--- src/rtl/sltc_consts.vh ---
// Purpose: constants for the serial link transmit control block
// Assumes: AXI4-Lite byte addresses, 32-bit data, 8-bit registers
// Notes: the register index is the printed offset; byte address is index*4
`ifndef SLTC_CONSTS_VH
`define SLTC_CONSTS_VH

// register indexes
`define SLTC_IDX_SYNC_REQ 12'h0203
`define SLTC_IDX_CONTROL 12'h0204
`define SLTC_IDX_TEST 12'h0205
`define SLTC_IDX_DEVID 12'h0206
`define SLTC_IDX_LINK_EN 12'h0200
`define SLTC_IDX_MODE 12'h0201
`define SLTC_IDX_MISC 12'h020A

// reset values
`define SLTC_RST_CONTROL 8'h03
`define SLTC_RST_TEST 8'h00
`define SLTC_RST_DEVID 8'h00
`define SLTC_RST_SYNC_REQ 8'h01
`define SLTC_RST_LINK_EN 8'h01
`define SLTC_RST_MODE 8'h00
`define SLTC_RST_MISC 8'h00

// control field positions
`define SLTC_CTL_SCR 0
`define SLTC_CTL_FMT 1
`define SLTC_CTL_SYNC_LO 2
`define SLTC_CTL_SYNC_HI 3
`define SLTC_CTL_UPPER 4

// sync source encodings
`define SLTC_SYNC_SE 2'h0
`define SLTC_SYNC_TS 2'h1
`define SLTC_SYNC_SOFT 2'h2

// test pattern codes
`define SLTC_TP_NORMAL 5'h00
`define SLTC_TP_PRBS7 5'h01
`define SLTC_TP_PRBS15 5'h02
`define SLTC_TP_PRBS23 5'h03
`define SLTC_TP_RAMP 5'h04
`define SLTC_TP_TRANSPORT 5'h05
`define SLTC_TP_D215 5'h06
`define SLTC_TP_K285 5'h07
`define SLTC_TP_ILA 5'h08
`define SLTC_TP_RPAT 5'h09
`define SLTC_TP_LOW 5'h0A
`define SLTC_TP_HIGH 5'h0B
`define SLTC_TP_PRBS9 5'h0D
`define SLTC_TP_PRBS31 5'h0E
`define SLTC_TP_CLOCK 5'h0F
`define SLTC_TP_K287 5'h10

// test pattern kinds decoded for the lane logic
`define SLTC_KIND_NORMAL 4'h0
`define SLTC_KIND_PRBS 4'h1
`define SLTC_KIND_RAMP 4'h2
`define SLTC_KIND_TRANSPORT 4'h3
`define SLTC_KIND_D215 4'h4
`define SLTC_KIND_K285 4'h5
`define SLTC_KIND_ILA 4'h6
`define SLTC_KIND_RPAT 4'h7
`define SLTC_KIND_LOW 4'h8
`define SLTC_KIND_HIGH 4'h9
`define SLTC_KIND_CLOCK 4'hA
`define SLTC_KIND_K287 4'hB
`define SLTC_KIND_RSVD 4'hF

// prbs polynomial orders
`define SLTC_PRBS_NONE 5'h00
`define SLTC_PRBS_O7 5'h07
`define SLTC_PRBS_O9 5'h09
`define SLTC_PRBS_O15 5'h0F
`define SLTC_PRBS_O23 5'h17
`define SLTC_PRBS_O31 5'h1F

// clock test word
`define SLTC_CLOCK_WORD 16'h00FF

`endif

--- src/rtl/sltc_lane_map.v ---
// Purpose: per-lane enable mask from lane count and upper lane mapping
// Assumes: lane count already limited to the lane total by the caller
// Notes: upper mapping beyond four lanes is undefined; lanes simply clip
`timescale 1ns/1ps
`default_nettype none

module sltc_lane_map #(
	parameter LANES = 8
)(
	// control
	input wire [3:0] lane_count,
	input wire upper_lane_map,
	// result
	output wire [LANES-1:0] lane_used
);

	genvar g;

	////////////////////////////////////////////////////////////////////////
	// one compare per lane: base 0 or base 4, span lane_count
	generate
		for (g = 0; g < LANES; g = g + 1)
		begin : gen_lane
			wire [31:0] idx = g;
			wire [31:0] base =
				upper_lane_map ? 32'h0000_0004 : 32'h0000_0000;
			wire [31:0] top = base + {28'h000_0000, lane_count};
			assign lane_used[g] = (idx >= base) && (idx < top);
		end
	endgenerate

endmodule

`default_nettype wire

--- src/rtl/sltc_top.v ---
// Purpose: register bank and control decode for the serial transmit link
// Assumes: AXI4-Lite slave, 10 MHz clk, synchronous active-high rst
// Notes: sync pins are resynchronised; lane logic reads decoded outputs
//
// How it works
// - upper map clear, lanes zero to count minus one carry the link.
// - upper map set, lanes four to four plus count minus one.
// - sync select zero takes the request from the single-ended pin.
// - sync select one uses the timestamp pair, receiver must be on.
// - sync select two ignores pins; software request bit only.
// - format bit zero offset binary, one two's complement, reset one.
// - in 8b/10b modes scrambler bit gates scrambling, reset enabled.
// - in 64b/66b modes scrambling is always on.
// - test code zero normal; codes 1,2,3,13,14 select prbs orders.
// - codes 4 to 9 select ramp, transport, d21.5, k28.5, ila, rpat.
// - 10 low, 11 high, 15 clock word, 16 k28.7; others reserved.
// - writable eight-bit device identifier register, reset zero.
// - the identifier is sent in the second alignment multiframe.
// - software request bit low always requests synchronisation.
// - link enable low holds the link in reset and powered down.
`timescale 1ns/1ps
`default_nettype none
`include "sltc_consts.vh"

module sltc_top #(
	parameter LANES = 8
)(
	// clock and reset
	input wire clk,
	input wire rst,
	// axi4-lite write address
	input wire [15:0] s_axi_awaddr,
	input wire s_axi_awvalid,
	output reg s_axi_awready,
	// axi4-lite write data
	input wire [31:0] s_axi_wdata,
	input wire [3:0] s_axi_wstrb,
	input wire s_axi_wvalid,
	output reg s_axi_wready,
	// axi4-lite write response
	output reg [1:0] s_axi_bresp,
	output reg s_axi_bvalid,
	input wire s_axi_bready,
	// axi4-lite read address
	input wire [15:0] s_axi_araddr,
	input wire s_axi_arvalid,
	output reg s_axi_arready,
	// axi4-lite read data
	output reg [31:0] s_axi_rdata,
	output reg [1:0] s_axi_rresp,
	output reg s_axi_rvalid,
	input wire s_axi_rready,
	// link side status from the link layer
	input wire link_uses_64b66b,
	input wire [3:0] link_lane_count,
	// sync pins from the receiver
	input wire single_ended_sync_pin,
	input wire timestamp_pin_pair,
	// decoded controls to the link logic
	output reg link_reset,
	output reg serializer_power_down,
	output reg link_clock_gate_off,
	output reg [LANES-1:0] lane_used,
	output reg sync_request,
	output reg sample_twos_complement,
	output reg scramble_on,
	output reg [3:0] test_kind,
	output reg [4:0] prbs_order,
	output reg [15:0] clock_word,
	output reg [7:0] ila_device_identifier,
	output reg [5:0] link_mode_select,
	output reg timestamp_receiver_on
);

	////////////////////////////////////////////////////////////////////////
	// registers
	reg [7:0] link_enable_r;
	reg [7:0] link_mode_r;
	reg [7:0] sync_req_r;
	reg [7:0] link_control_r;
	reg [7:0] link_test_select_r;
	reg [7:0] link_device_identifier_r;
	reg [7:0] misc_r;

	// write channel capture, either order
	reg aw_have_r;
	reg w_have_r;
	reg [15:0] aw_addr_r;
	reg [31:0] w_data_r;
	reg [3:0] w_strb_r;
	// pin synchronisers
	reg se_meta_r;
	reg se_sync_r;
	reg ts_meta_r;
	reg ts_sync_r;
	wire link_enable = link_enable_r[0];
	wire soft_sync_request = sync_req_r[0];
	wire scrambler_on = link_control_r[`SLTC_CTL_SCR];
	wire sample_number_format = link_control_r[`SLTC_CTL_FMT];
	wire [1:0] sync_sel =
		link_control_r[`SLTC_CTL_SYNC_HI:`SLTC_CTL_SYNC_LO];
	wire upper_lane_map = link_control_r[`SLTC_CTL_UPPER];
	wire [4:0] lane_test_pattern = link_test_select_r[4:0];
	wire do_write = aw_have_r && w_have_r && !s_axi_bvalid;
	wire [11:0] w_idx = aw_addr_r[13:2];
	wire w_aligned = (aw_addr_r[1:0] == 2'b00) && (aw_addr_r[15:14] == 2'b00);
	wire r_aligned = (s_axi_araddr[1:0] == 2'b00) &&
		(s_axi_araddr[15:14] == 2'b00);
	wire [11:0] r_idx = r_aligned ? s_axi_araddr[13:2] : 12'h000;
	wire [7:0] wbyte = w_strb_r[0] ? w_data_r[7:0] : 8'h00;
	wire wen = do_write && w_strb_r[0] && w_aligned;
	////////////////////////////////////////////////////////////////////////
	// write address and data taken in either order
	always @(posedge clk)
	begin
		if (rst)
		begin
			aw_have_r <= 1'b0;
			w_have_r <= 1'b0;
			aw_addr_r <= 16'h0000;
			w_data_r <= 32'h0000_0000;
			w_strb_r <= 4'h0;
			s_axi_awready <= 1'b0;
			s_axi_wready <= 1'b0;
			s_axi_bvalid <= 1'b0;
			s_axi_bresp <= 2'b00;
		end
		else
		begin
			s_axi_awready <= 1'b0;
			s_axi_wready <= 1'b0;
			if (s_axi_awvalid && !aw_have_r && !s_axi_awready)
			begin
				aw_have_r <= 1'b1;
				aw_addr_r <= s_axi_awaddr;
				s_axi_awready <= 1'b1;
			end
			if (s_axi_wvalid && !w_have_r && !s_axi_wready)
			begin
				w_have_r <= 1'b1;
				w_data_r <= s_axi_wdata;
				w_strb_r <= s_axi_wstrb;
				s_axi_wready <= 1'b1;
			end
			if (do_write)
			begin
				aw_have_r <= 1'b0;
				w_have_r <= 1'b0;
				s_axi_bvalid <= 1'b1;
				// unmapped or misaligned address answers slverr
				s_axi_bresp <= (w_aligned && reg_hit(w_idx)) ? 2'b00 : 2'b10;
			end
			else if (s_axi_bvalid && s_axi_bready)
				s_axi_bvalid <= 1'b0;
		end
	end
	// register map membership, shared by both channels
	function reg_hit;
		input [11:0] idx;
		begin
			reg_hit = (idx == `SLTC_IDX_LINK_EN) || (idx == `SLTC_IDX_MODE) ||
				(idx == `SLTC_IDX_SYNC_REQ) || (idx == `SLTC_IDX_CONTROL) ||
				(idx == `SLTC_IDX_TEST) || (idx == `SLTC_IDX_DEVID) ||
				(idx == `SLTC_IDX_MISC);
		end
	endfunction
	////////////////////////////////////////////////////////////////////////
	// register writes; reserved bits are stored as written and read back, except misc bits 7:1, which read as zero
	always @(posedge clk)
	begin
		if (rst)
		begin
			link_enable_r <= `SLTC_RST_LINK_EN;
			link_mode_r <= `SLTC_RST_MODE;
			sync_req_r <= `SLTC_RST_SYNC_REQ;
			link_control_r <= `SLTC_RST_CONTROL;
			link_test_select_r <= `SLTC_RST_TEST;
			link_device_identifier_r <= `SLTC_RST_DEVID;
			misc_r <= `SLTC_RST_MISC;
		end
		else if (wen)
		begin
			case (w_idx)
				`SLTC_IDX_LINK_EN: link_enable_r <= wbyte;
				`SLTC_IDX_MODE: link_mode_r <= wbyte;
				`SLTC_IDX_SYNC_REQ: sync_req_r <= wbyte;
				`SLTC_IDX_CONTROL: link_control_r <= wbyte;
				`SLTC_IDX_TEST: link_test_select_r <= wbyte;
				`SLTC_IDX_DEVID: link_device_identifier_r <= wbyte;
				`SLTC_IDX_MISC: misc_r <= wbyte;
				default: misc_r <= misc_r;
			endcase
		end
	end

	////////////////////////////////////////////////////////////////////////
	// read channel: one cycle to rvalid, held until rready
	always @(posedge clk)
	begin
		if (rst)
		begin
			s_axi_arready <= 1'b0;
			s_axi_rvalid <= 1'b0;
			s_axi_rdata <= 32'h0000_0000;
			s_axi_rresp <= 2'b00;
		end
		else
		begin
			s_axi_arready <= 1'b0;
			if (s_axi_rvalid)
			begin
				if (s_axi_rready)
					s_axi_rvalid <= 1'b0;
			end
			else if (s_axi_arvalid && !s_axi_arready)
			begin
				s_axi_arready <= 1'b1;
				s_axi_rvalid <= 1'b1;
				s_axi_rresp <= (r_aligned && reg_hit(r_idx)) ? 2'b00 : 2'b10;
				s_axi_rdata <= {24'h00_0000, rd_mux(r_idx)};
			end
		end
	end
	// read mux; misaligned reads land on index zero and return zero
	function [7:0] rd_mux;
		input [11:0] idx;
		begin
			case (idx)
				`SLTC_IDX_LINK_EN: rd_mux = link_enable_r;
				`SLTC_IDX_MODE: rd_mux = link_mode_r;
				`SLTC_IDX_SYNC_REQ: rd_mux = sync_req_r;
				`SLTC_IDX_CONTROL: rd_mux = link_control_r;
				`SLTC_IDX_TEST: rd_mux = link_test_select_r;
				`SLTC_IDX_DEVID: rd_mux = link_device_identifier_r;
				`SLTC_IDX_MISC: rd_mux = {misc_r[7:1] & 7'h00, sync_request};
				default: rd_mux = 8'h00;
			endcase
		end
	endfunction
	////////////////////////////////////////////////////////////////////////
	// two-flop synchronisers for receiver pins, nothing reads the first
	always @(posedge clk)
	begin
		if (rst)
		begin
			se_meta_r <= 1'b1;
			se_sync_r <= 1'b1;
			ts_meta_r <= 1'b1;
			ts_sync_r <= 1'b1;
		end
		else
		begin
			se_meta_r <= single_ended_sync_pin;
			se_sync_r <= se_meta_r;
			ts_meta_r <= timestamp_pin_pair;
			ts_sync_r <= ts_meta_r;
		end
	end
	////////////////////////////////////////////////////////////////////////
	// sync source: pins are active-low requests like the software bit
	reg pin_sync_n;
	always @*
	begin
		case (sync_sel)
			`SLTC_SYNC_SE: pin_sync_n = se_sync_r;
			// timestamp receiver must be on, else the pin reads idle
			`SLTC_SYNC_TS: pin_sync_n = ts_sync_r | ~timestamp_receiver_on;
			`SLTC_SYNC_SOFT: pin_sync_n = 1'b1;
			default: pin_sync_n = 1'b1; // reserved code: pins ignored
		endcase
	end

	////////////////////////////////////////////////////////////////////////
	// test code decode into a pattern kind and prbs order
	reg [3:0] kind_nxt;
	reg [4:0] order_nxt;
	always @*
	begin
		kind_nxt = `SLTC_KIND_PRBS;
		order_nxt = `SLTC_PRBS_NONE;
		case (lane_test_pattern)
			`SLTC_TP_NORMAL: kind_nxt = `SLTC_KIND_NORMAL;
			`SLTC_TP_PRBS7: order_nxt = `SLTC_PRBS_O7;
			`SLTC_TP_PRBS15: order_nxt = `SLTC_PRBS_O15;
			`SLTC_TP_PRBS23: order_nxt = `SLTC_PRBS_O23;
			`SLTC_TP_PRBS9: order_nxt = `SLTC_PRBS_O9;
			`SLTC_TP_PRBS31: order_nxt = `SLTC_PRBS_O31;
			`SLTC_TP_RAMP: kind_nxt = `SLTC_KIND_RAMP;
			`SLTC_TP_TRANSPORT: kind_nxt = `SLTC_KIND_TRANSPORT;
			`SLTC_TP_D215: kind_nxt = `SLTC_KIND_D215;
			`SLTC_TP_K285: kind_nxt = `SLTC_KIND_K285;
			`SLTC_TP_ILA: kind_nxt = `SLTC_KIND_ILA;
			`SLTC_TP_RPAT: kind_nxt = `SLTC_KIND_RPAT;
			`SLTC_TP_LOW: kind_nxt = `SLTC_KIND_LOW;
			`SLTC_TP_HIGH: kind_nxt = `SLTC_KIND_HIGH;
			`SLTC_TP_CLOCK: kind_nxt = `SLTC_KIND_CLOCK;
			`SLTC_TP_K287: kind_nxt = `SLTC_KIND_K287;
			// reserved codes flagged, lane logic sends normal data
			default: kind_nxt = `SLTC_KIND_RSVD;
		endcase
	end

	////////////////////////////////////////////////////////////////////////
	// lane mask from the leaf; count clipped to the lane total
	wire [31:0] lane_total = LANES;
	wire [3:0] count_clip = ({28'h000_0000, link_lane_count} > lane_total) ?
		lane_total[3:0] : link_lane_count;
	wire [LANES-1:0] lane_mask;
	sltc_lane_map #(
		.LANES(LANES)
	) u_lane_map (
		.lane_count(count_clip),
		.upper_lane_map(upper_lane_map),
		.lane_used(lane_mask)
	);

	////////////////////////////////////////////////////////////////////////
	// registered outputs to the link logic
	always @(posedge clk)
	begin
		if (rst)
		begin
			link_reset <= 1'b1;
			serializer_power_down <= 1'b1;
			link_clock_gate_off <= 1'b1;
			lane_used <= {LANES{1'b0}};
			sync_request <= 1'b0;
			sample_twos_complement <= 1'b1;
			scramble_on <= 1'b1;
			test_kind <= `SLTC_KIND_NORMAL;
			prbs_order <= `SLTC_PRBS_NONE;
			clock_word <= `SLTC_CLOCK_WORD;
			ila_device_identifier <= `SLTC_RST_DEVID;
			link_mode_select <= 6'h00;
			timestamp_receiver_on <= 1'b0;
		end
		else
		begin
			// link disabled: held in reset, powered down, clocks gated
			link_reset <= ~link_enable;
			serializer_power_down <= ~link_enable;
			link_clock_gate_off <= ~link_enable;
			// no lane carries data while the link is held off
			lane_used <= link_enable ? lane_mask : {LANES{1'b0}};
			// software bit low requests sync whatever the source
			sync_request <= ~soft_sync_request | ~pin_sync_n;
			sample_twos_complement <= sample_number_format;
			// 64b/66b ignores the control bit and always scrambles
			scramble_on <= link_uses_64b66b | scrambler_on;
			test_kind <= kind_nxt;
			prbs_order <= order_nxt;
			clock_word <= `SLTC_CLOCK_WORD;
			// carried into the second multiframe by the alignment sender
			ila_device_identifier <= link_device_identifier_r;
			link_mode_select <= link_mode_r[5:0];
			timestamp_receiver_on <= misc_r[0];
		end
	end

endmodule

`default_nettype wire

--- config.mk ---
export PLATFORM = sky130hd
export DESIGN_NAME = sltc_top
export DESIGN_NICKNAME = d
export VERILOG_FILES = /design/src/rtl/sltc_lane_map.v /design/src/rtl/sltc_top.v
export VERILOG_INCLUDE_DIRS = /design/src /design/src/rtl
export SDC_FILE = /design/constraint.sdc
export NUM_CORES = 1
export LEC_CHECK = 0
export BUFFER_PORTS_ARGS = -buffer_cell sky130_fd_sc_hd__buf_2
export CORE_MARGIN = 10
export CORE_UTILIZATION = 46
export CTS_CLUSTER_SIZE = 30
export DETAILED_ROUTE_END_ITERATION = 8
export PLACE_DENSITY = 0.76
export SYNTH_ARGS = -nofsm -noshare
export SYNTH_HDL_FRONTEND = slang
export SYNTH_HIERARCHICAL = 1
export SYNTH_SLANG_ARGS = --single-unit
--- constraint.sdc ---
create_clock -name clk -period 1.95 [get_ports clk]
set_input_delay 0.195 -clock clk [delete_from_list [all_inputs] [get_ports clk]]
set_output_delay 0.195 -clock clk [all_outputs]
set_load 0.05 [all_outputs]
==> results.yml <==
status:
  status: "complete, no violations"
global_route:
  grt_pass1_vias: 4380
  overflow: 0
  grt_pass1_wl_um: 21200
  grt_usage_pct: 15.6
  grt_max_degree: 50
  antenna_found_initial: 0
synth:
  yosysTopAreaCellShare_pct: 46.3
  synthXorXnorAreaFrac_pct: 0.312
  ys_seq_elements: 130
  yosys.area_share.simple_pct: 22.6
  synth_common_cells: "dfxtp_1 (130), nor2_1 (72), mux2i_1 (61), nand2_1 (58), buf_4 (45)"
  yosysWarnings: 6
  synth_ff_type: "dfxtp_1"
  synth_most_common_cell: "dfxtp_1"
  synthDistinctLibCells: 51
  postSynthAreaPerCell_um2: 9.31
  synth.area.mux_share_pct: 12.5
  synth_area_leader_cell: "dfxtp_1"
  synth_area_mm2: 0.00562
  synth_top_family_by_area: "simple AND/OR/NAND/NOR gates"
  synth_edf_count: 0
  seq_area_frac_synth_pct: 46.3
  syn_inst: 603
  yosys.area_share.adder_pct: 0.668
  synthArstFlopShare_pct: 0
  ys_top_cells_by_area: "dfxtp_1 (46%), mux2i_1 (11%), buf_4 (6.0%), nor2_1 (4.8%), nand2_1 (3.9%)"
  synth_compound_area_share_pct: 8.31
worst_setup_path:
  end_kind: "flop"
  reg2reg_depth: 7
  r2r_end: "link_control_r[0]"
  crit_fanout: 9
  arrival_ps: 2180
  crit_required_ps: 2250
  worstReg2RegStart: "aw_addr_r[7]"
  ff2ff_setup_slack_ps: 70
  crit_type: "flop to flop"
  crit_start: "aw_addr_r[7]"
  startpoint_type: "flop"
route:
  top_layer_used: "met4"
  drt-met1-wl_um: 5750
  wl_met2_um: 6560
  wl_per_cell_um: 15.5
  drc: 0
  first_iter_violations: 213
  first_pass_iters: 5
  wl_um: 13700
  ant_nets: 0
  routed-via-count: 4438
  post_drt_via_cell_ratio: 5.03
  routed-wl-met3_um: 1180
clock_tree:
  cts_root_buf: "clkbuf_16"
  cts_tree: "done"
  clockBufferDepth: 2
  cts_buffers: 17
  clkTransAtPathRegs_ps: 60
  cts_htree_levels: 4
  numClockSinks: 130
  clock_latency_ps: 420
final_layout:
  stdcell_area_mm2: 0.00696
  drive_gt1_share_pct: 26.6
  nNetsFinal: 808
  syn2layout_area_growth_pct: 23.9
  final_util_pct: 58.2
  fillers: 1041
  diodes: 0
floorplan:
  ios: 177
  die_w_um: 130
  row_count: 40
  die-height_um: 130
  core_area_mm2: 0.0120
  start_util_pct: 46.9
  dieArea_mm2: 0.0170
sta:
  fin_ws_ps: 72.0
  maxSlewViolCount: 0
  finalSetupViolCount: 0
  fin_skew_ps: 5.52
  fin_crit_sh_pct: 96.3
  rsz0062_at_grt: "true"
  whs_ps: 12.9
  min_period_ps: 1880
  slew_headroom_pct: 66.8
  tightest_slew_ps: 496
  hold_viol: 0
  fmax_mhz: 532
power_and_ir_drop:
  ir_drop_v: 0.000506
  p_leak_uw: 0.00291
  switching_power_uw: 1740
  finalPower_uw: 6530
  combPwrFrac_pct: 10.0
  power_frac_seq_pct: 42.6
  powerDensity_mw_per_mm2: 939
  p_sw_share_pct: 26.6
  p_clk_share_pct: 47.4
  p_int_uw: 4800
placement:
  pre_cts_ws_ps: 39.3
  dp_hpwl_um: 10000
  place_congestion: 0.883
  port_buffers: 107
  dpl_cell_area_mm2: 0.00627
min_path:
  worstHoldEndpoint: "w_data_r[4]"
  worstHoldStart: "s_axi_wdata[4]"
  holdCritPathClass: "input pin to flop"
  min_path_cells: 3
flow_run:
  maxCapViolations: 0
[cell type report]
class | instances | area (µm²) | area share, %
inverter | 13 | 48.8 | 0.701
sequential | 130 | 2610 | 37.5
tap | 147 | 184 | 2.64
multi-input combinational | 422 | 2650 | 38.1
clock buffer | 17 | 425 | 6.11
timing repair buffer | 139 | 885 | 12.7
clock inverter | 15 | 158 | 2.27
[cells in the final DEF, fill, tap and decap left out, types with 13 or more instances in the layout]
cell type,n
mux2i_1,61
nor2_1,72
nand2_1,58
buf_2,106
conb_1,42
a21oi_1,33
dfxtp_1,128
nor2b_1,33
buf_4,21
clkbuf_16,18
inv_1,13
[critical path: stages (launching register included)]
cell and delay [ps]:
dfxtp_2 330, nor4_4 370, nand4_4 180, buf_4 200, nor3_4 190, buf_12 170
nor2b_1 50, a211o_1 260
[through the flow]
step,setup TNS [ps],instances
final,0,883
after global routing,-78.5,883
after CTS,0,877
after detailed placement,0,841
after global placement,0,841
after floorplan,-7.40,643
[power by group through the flow]
stage	logic, µW	clock network, µW	registers, µW
after floorplan	495	0	2900
after global placement	629	0	2840
after detailed placement	643	0	2840
after CTS	652	3150	2780
after global routing	704	3260	2790
final	653	3100	2790
[what timing repair did]
| item | in CTS | in global routing |
|---|---|---|
| resized for setup | 0 | 2 |
| hold buffers | 4 | 0 |
| setup buffers | 0 | 5 |
| endpoints found under the setup margin | 0 | 24 |
| hold endpoints to repair | 4 | 0 |
[worst max-delay path by stage]
stage                                    to  slack (ps)  cells after the start
after CTS                    link_mode_r[1]          30                      5
after detailed placement     link_mode_r[1]          40                      5
after floorplan            link_enable_r[0]          -7                      6
final                     link_control_r[0]          70                      7
after global placement       link_mode_r[2]         100                      5
after global routing       link_enable_r[7]         -30                      8
[flip-flops by register name, indices dropped and copies added, names as in the netlist, 4 cells and up]
register                  cells
aw_addr_r                    16
link_device_identifier_r      8
sync_req_r                    8
link_enable_r                 8
link_control_r                8
link_mode_r                   8
link_mode_select              6
lane_used                     8
prbs_order                    4
ila_device_identifier         8
s_axi_rdata                   8
test_kind                     4
link_test_select_r            8
w_data_r                      8
[per-layer routing]
metal | global-route usage [%] | vias to the layer above
li1 | - | 2204
met1 | 18.2 | 2052
met2 | 25.6 | 162
met3 | 5.76 | 20
met4 | 5.95 | 0
met5 | 0 | -
[logic make-up (layout without fill, tap and decap cells)]
kind of cell | after synthesis | after routing
flip-flops | 130 | 130
buffers and inverters | 91 | 184
AND/OR/NAND/NOR | 229 | 229
adder cells (fa/ha/maj) | 3 | 3
multiplexers | 69 | 69
XOR/XNOR | 2 | 2
AO/OA/AOI/OAI | 77 | 77
other | 2 | 42
Note: power is estimated with default switching activity, not from simulation.
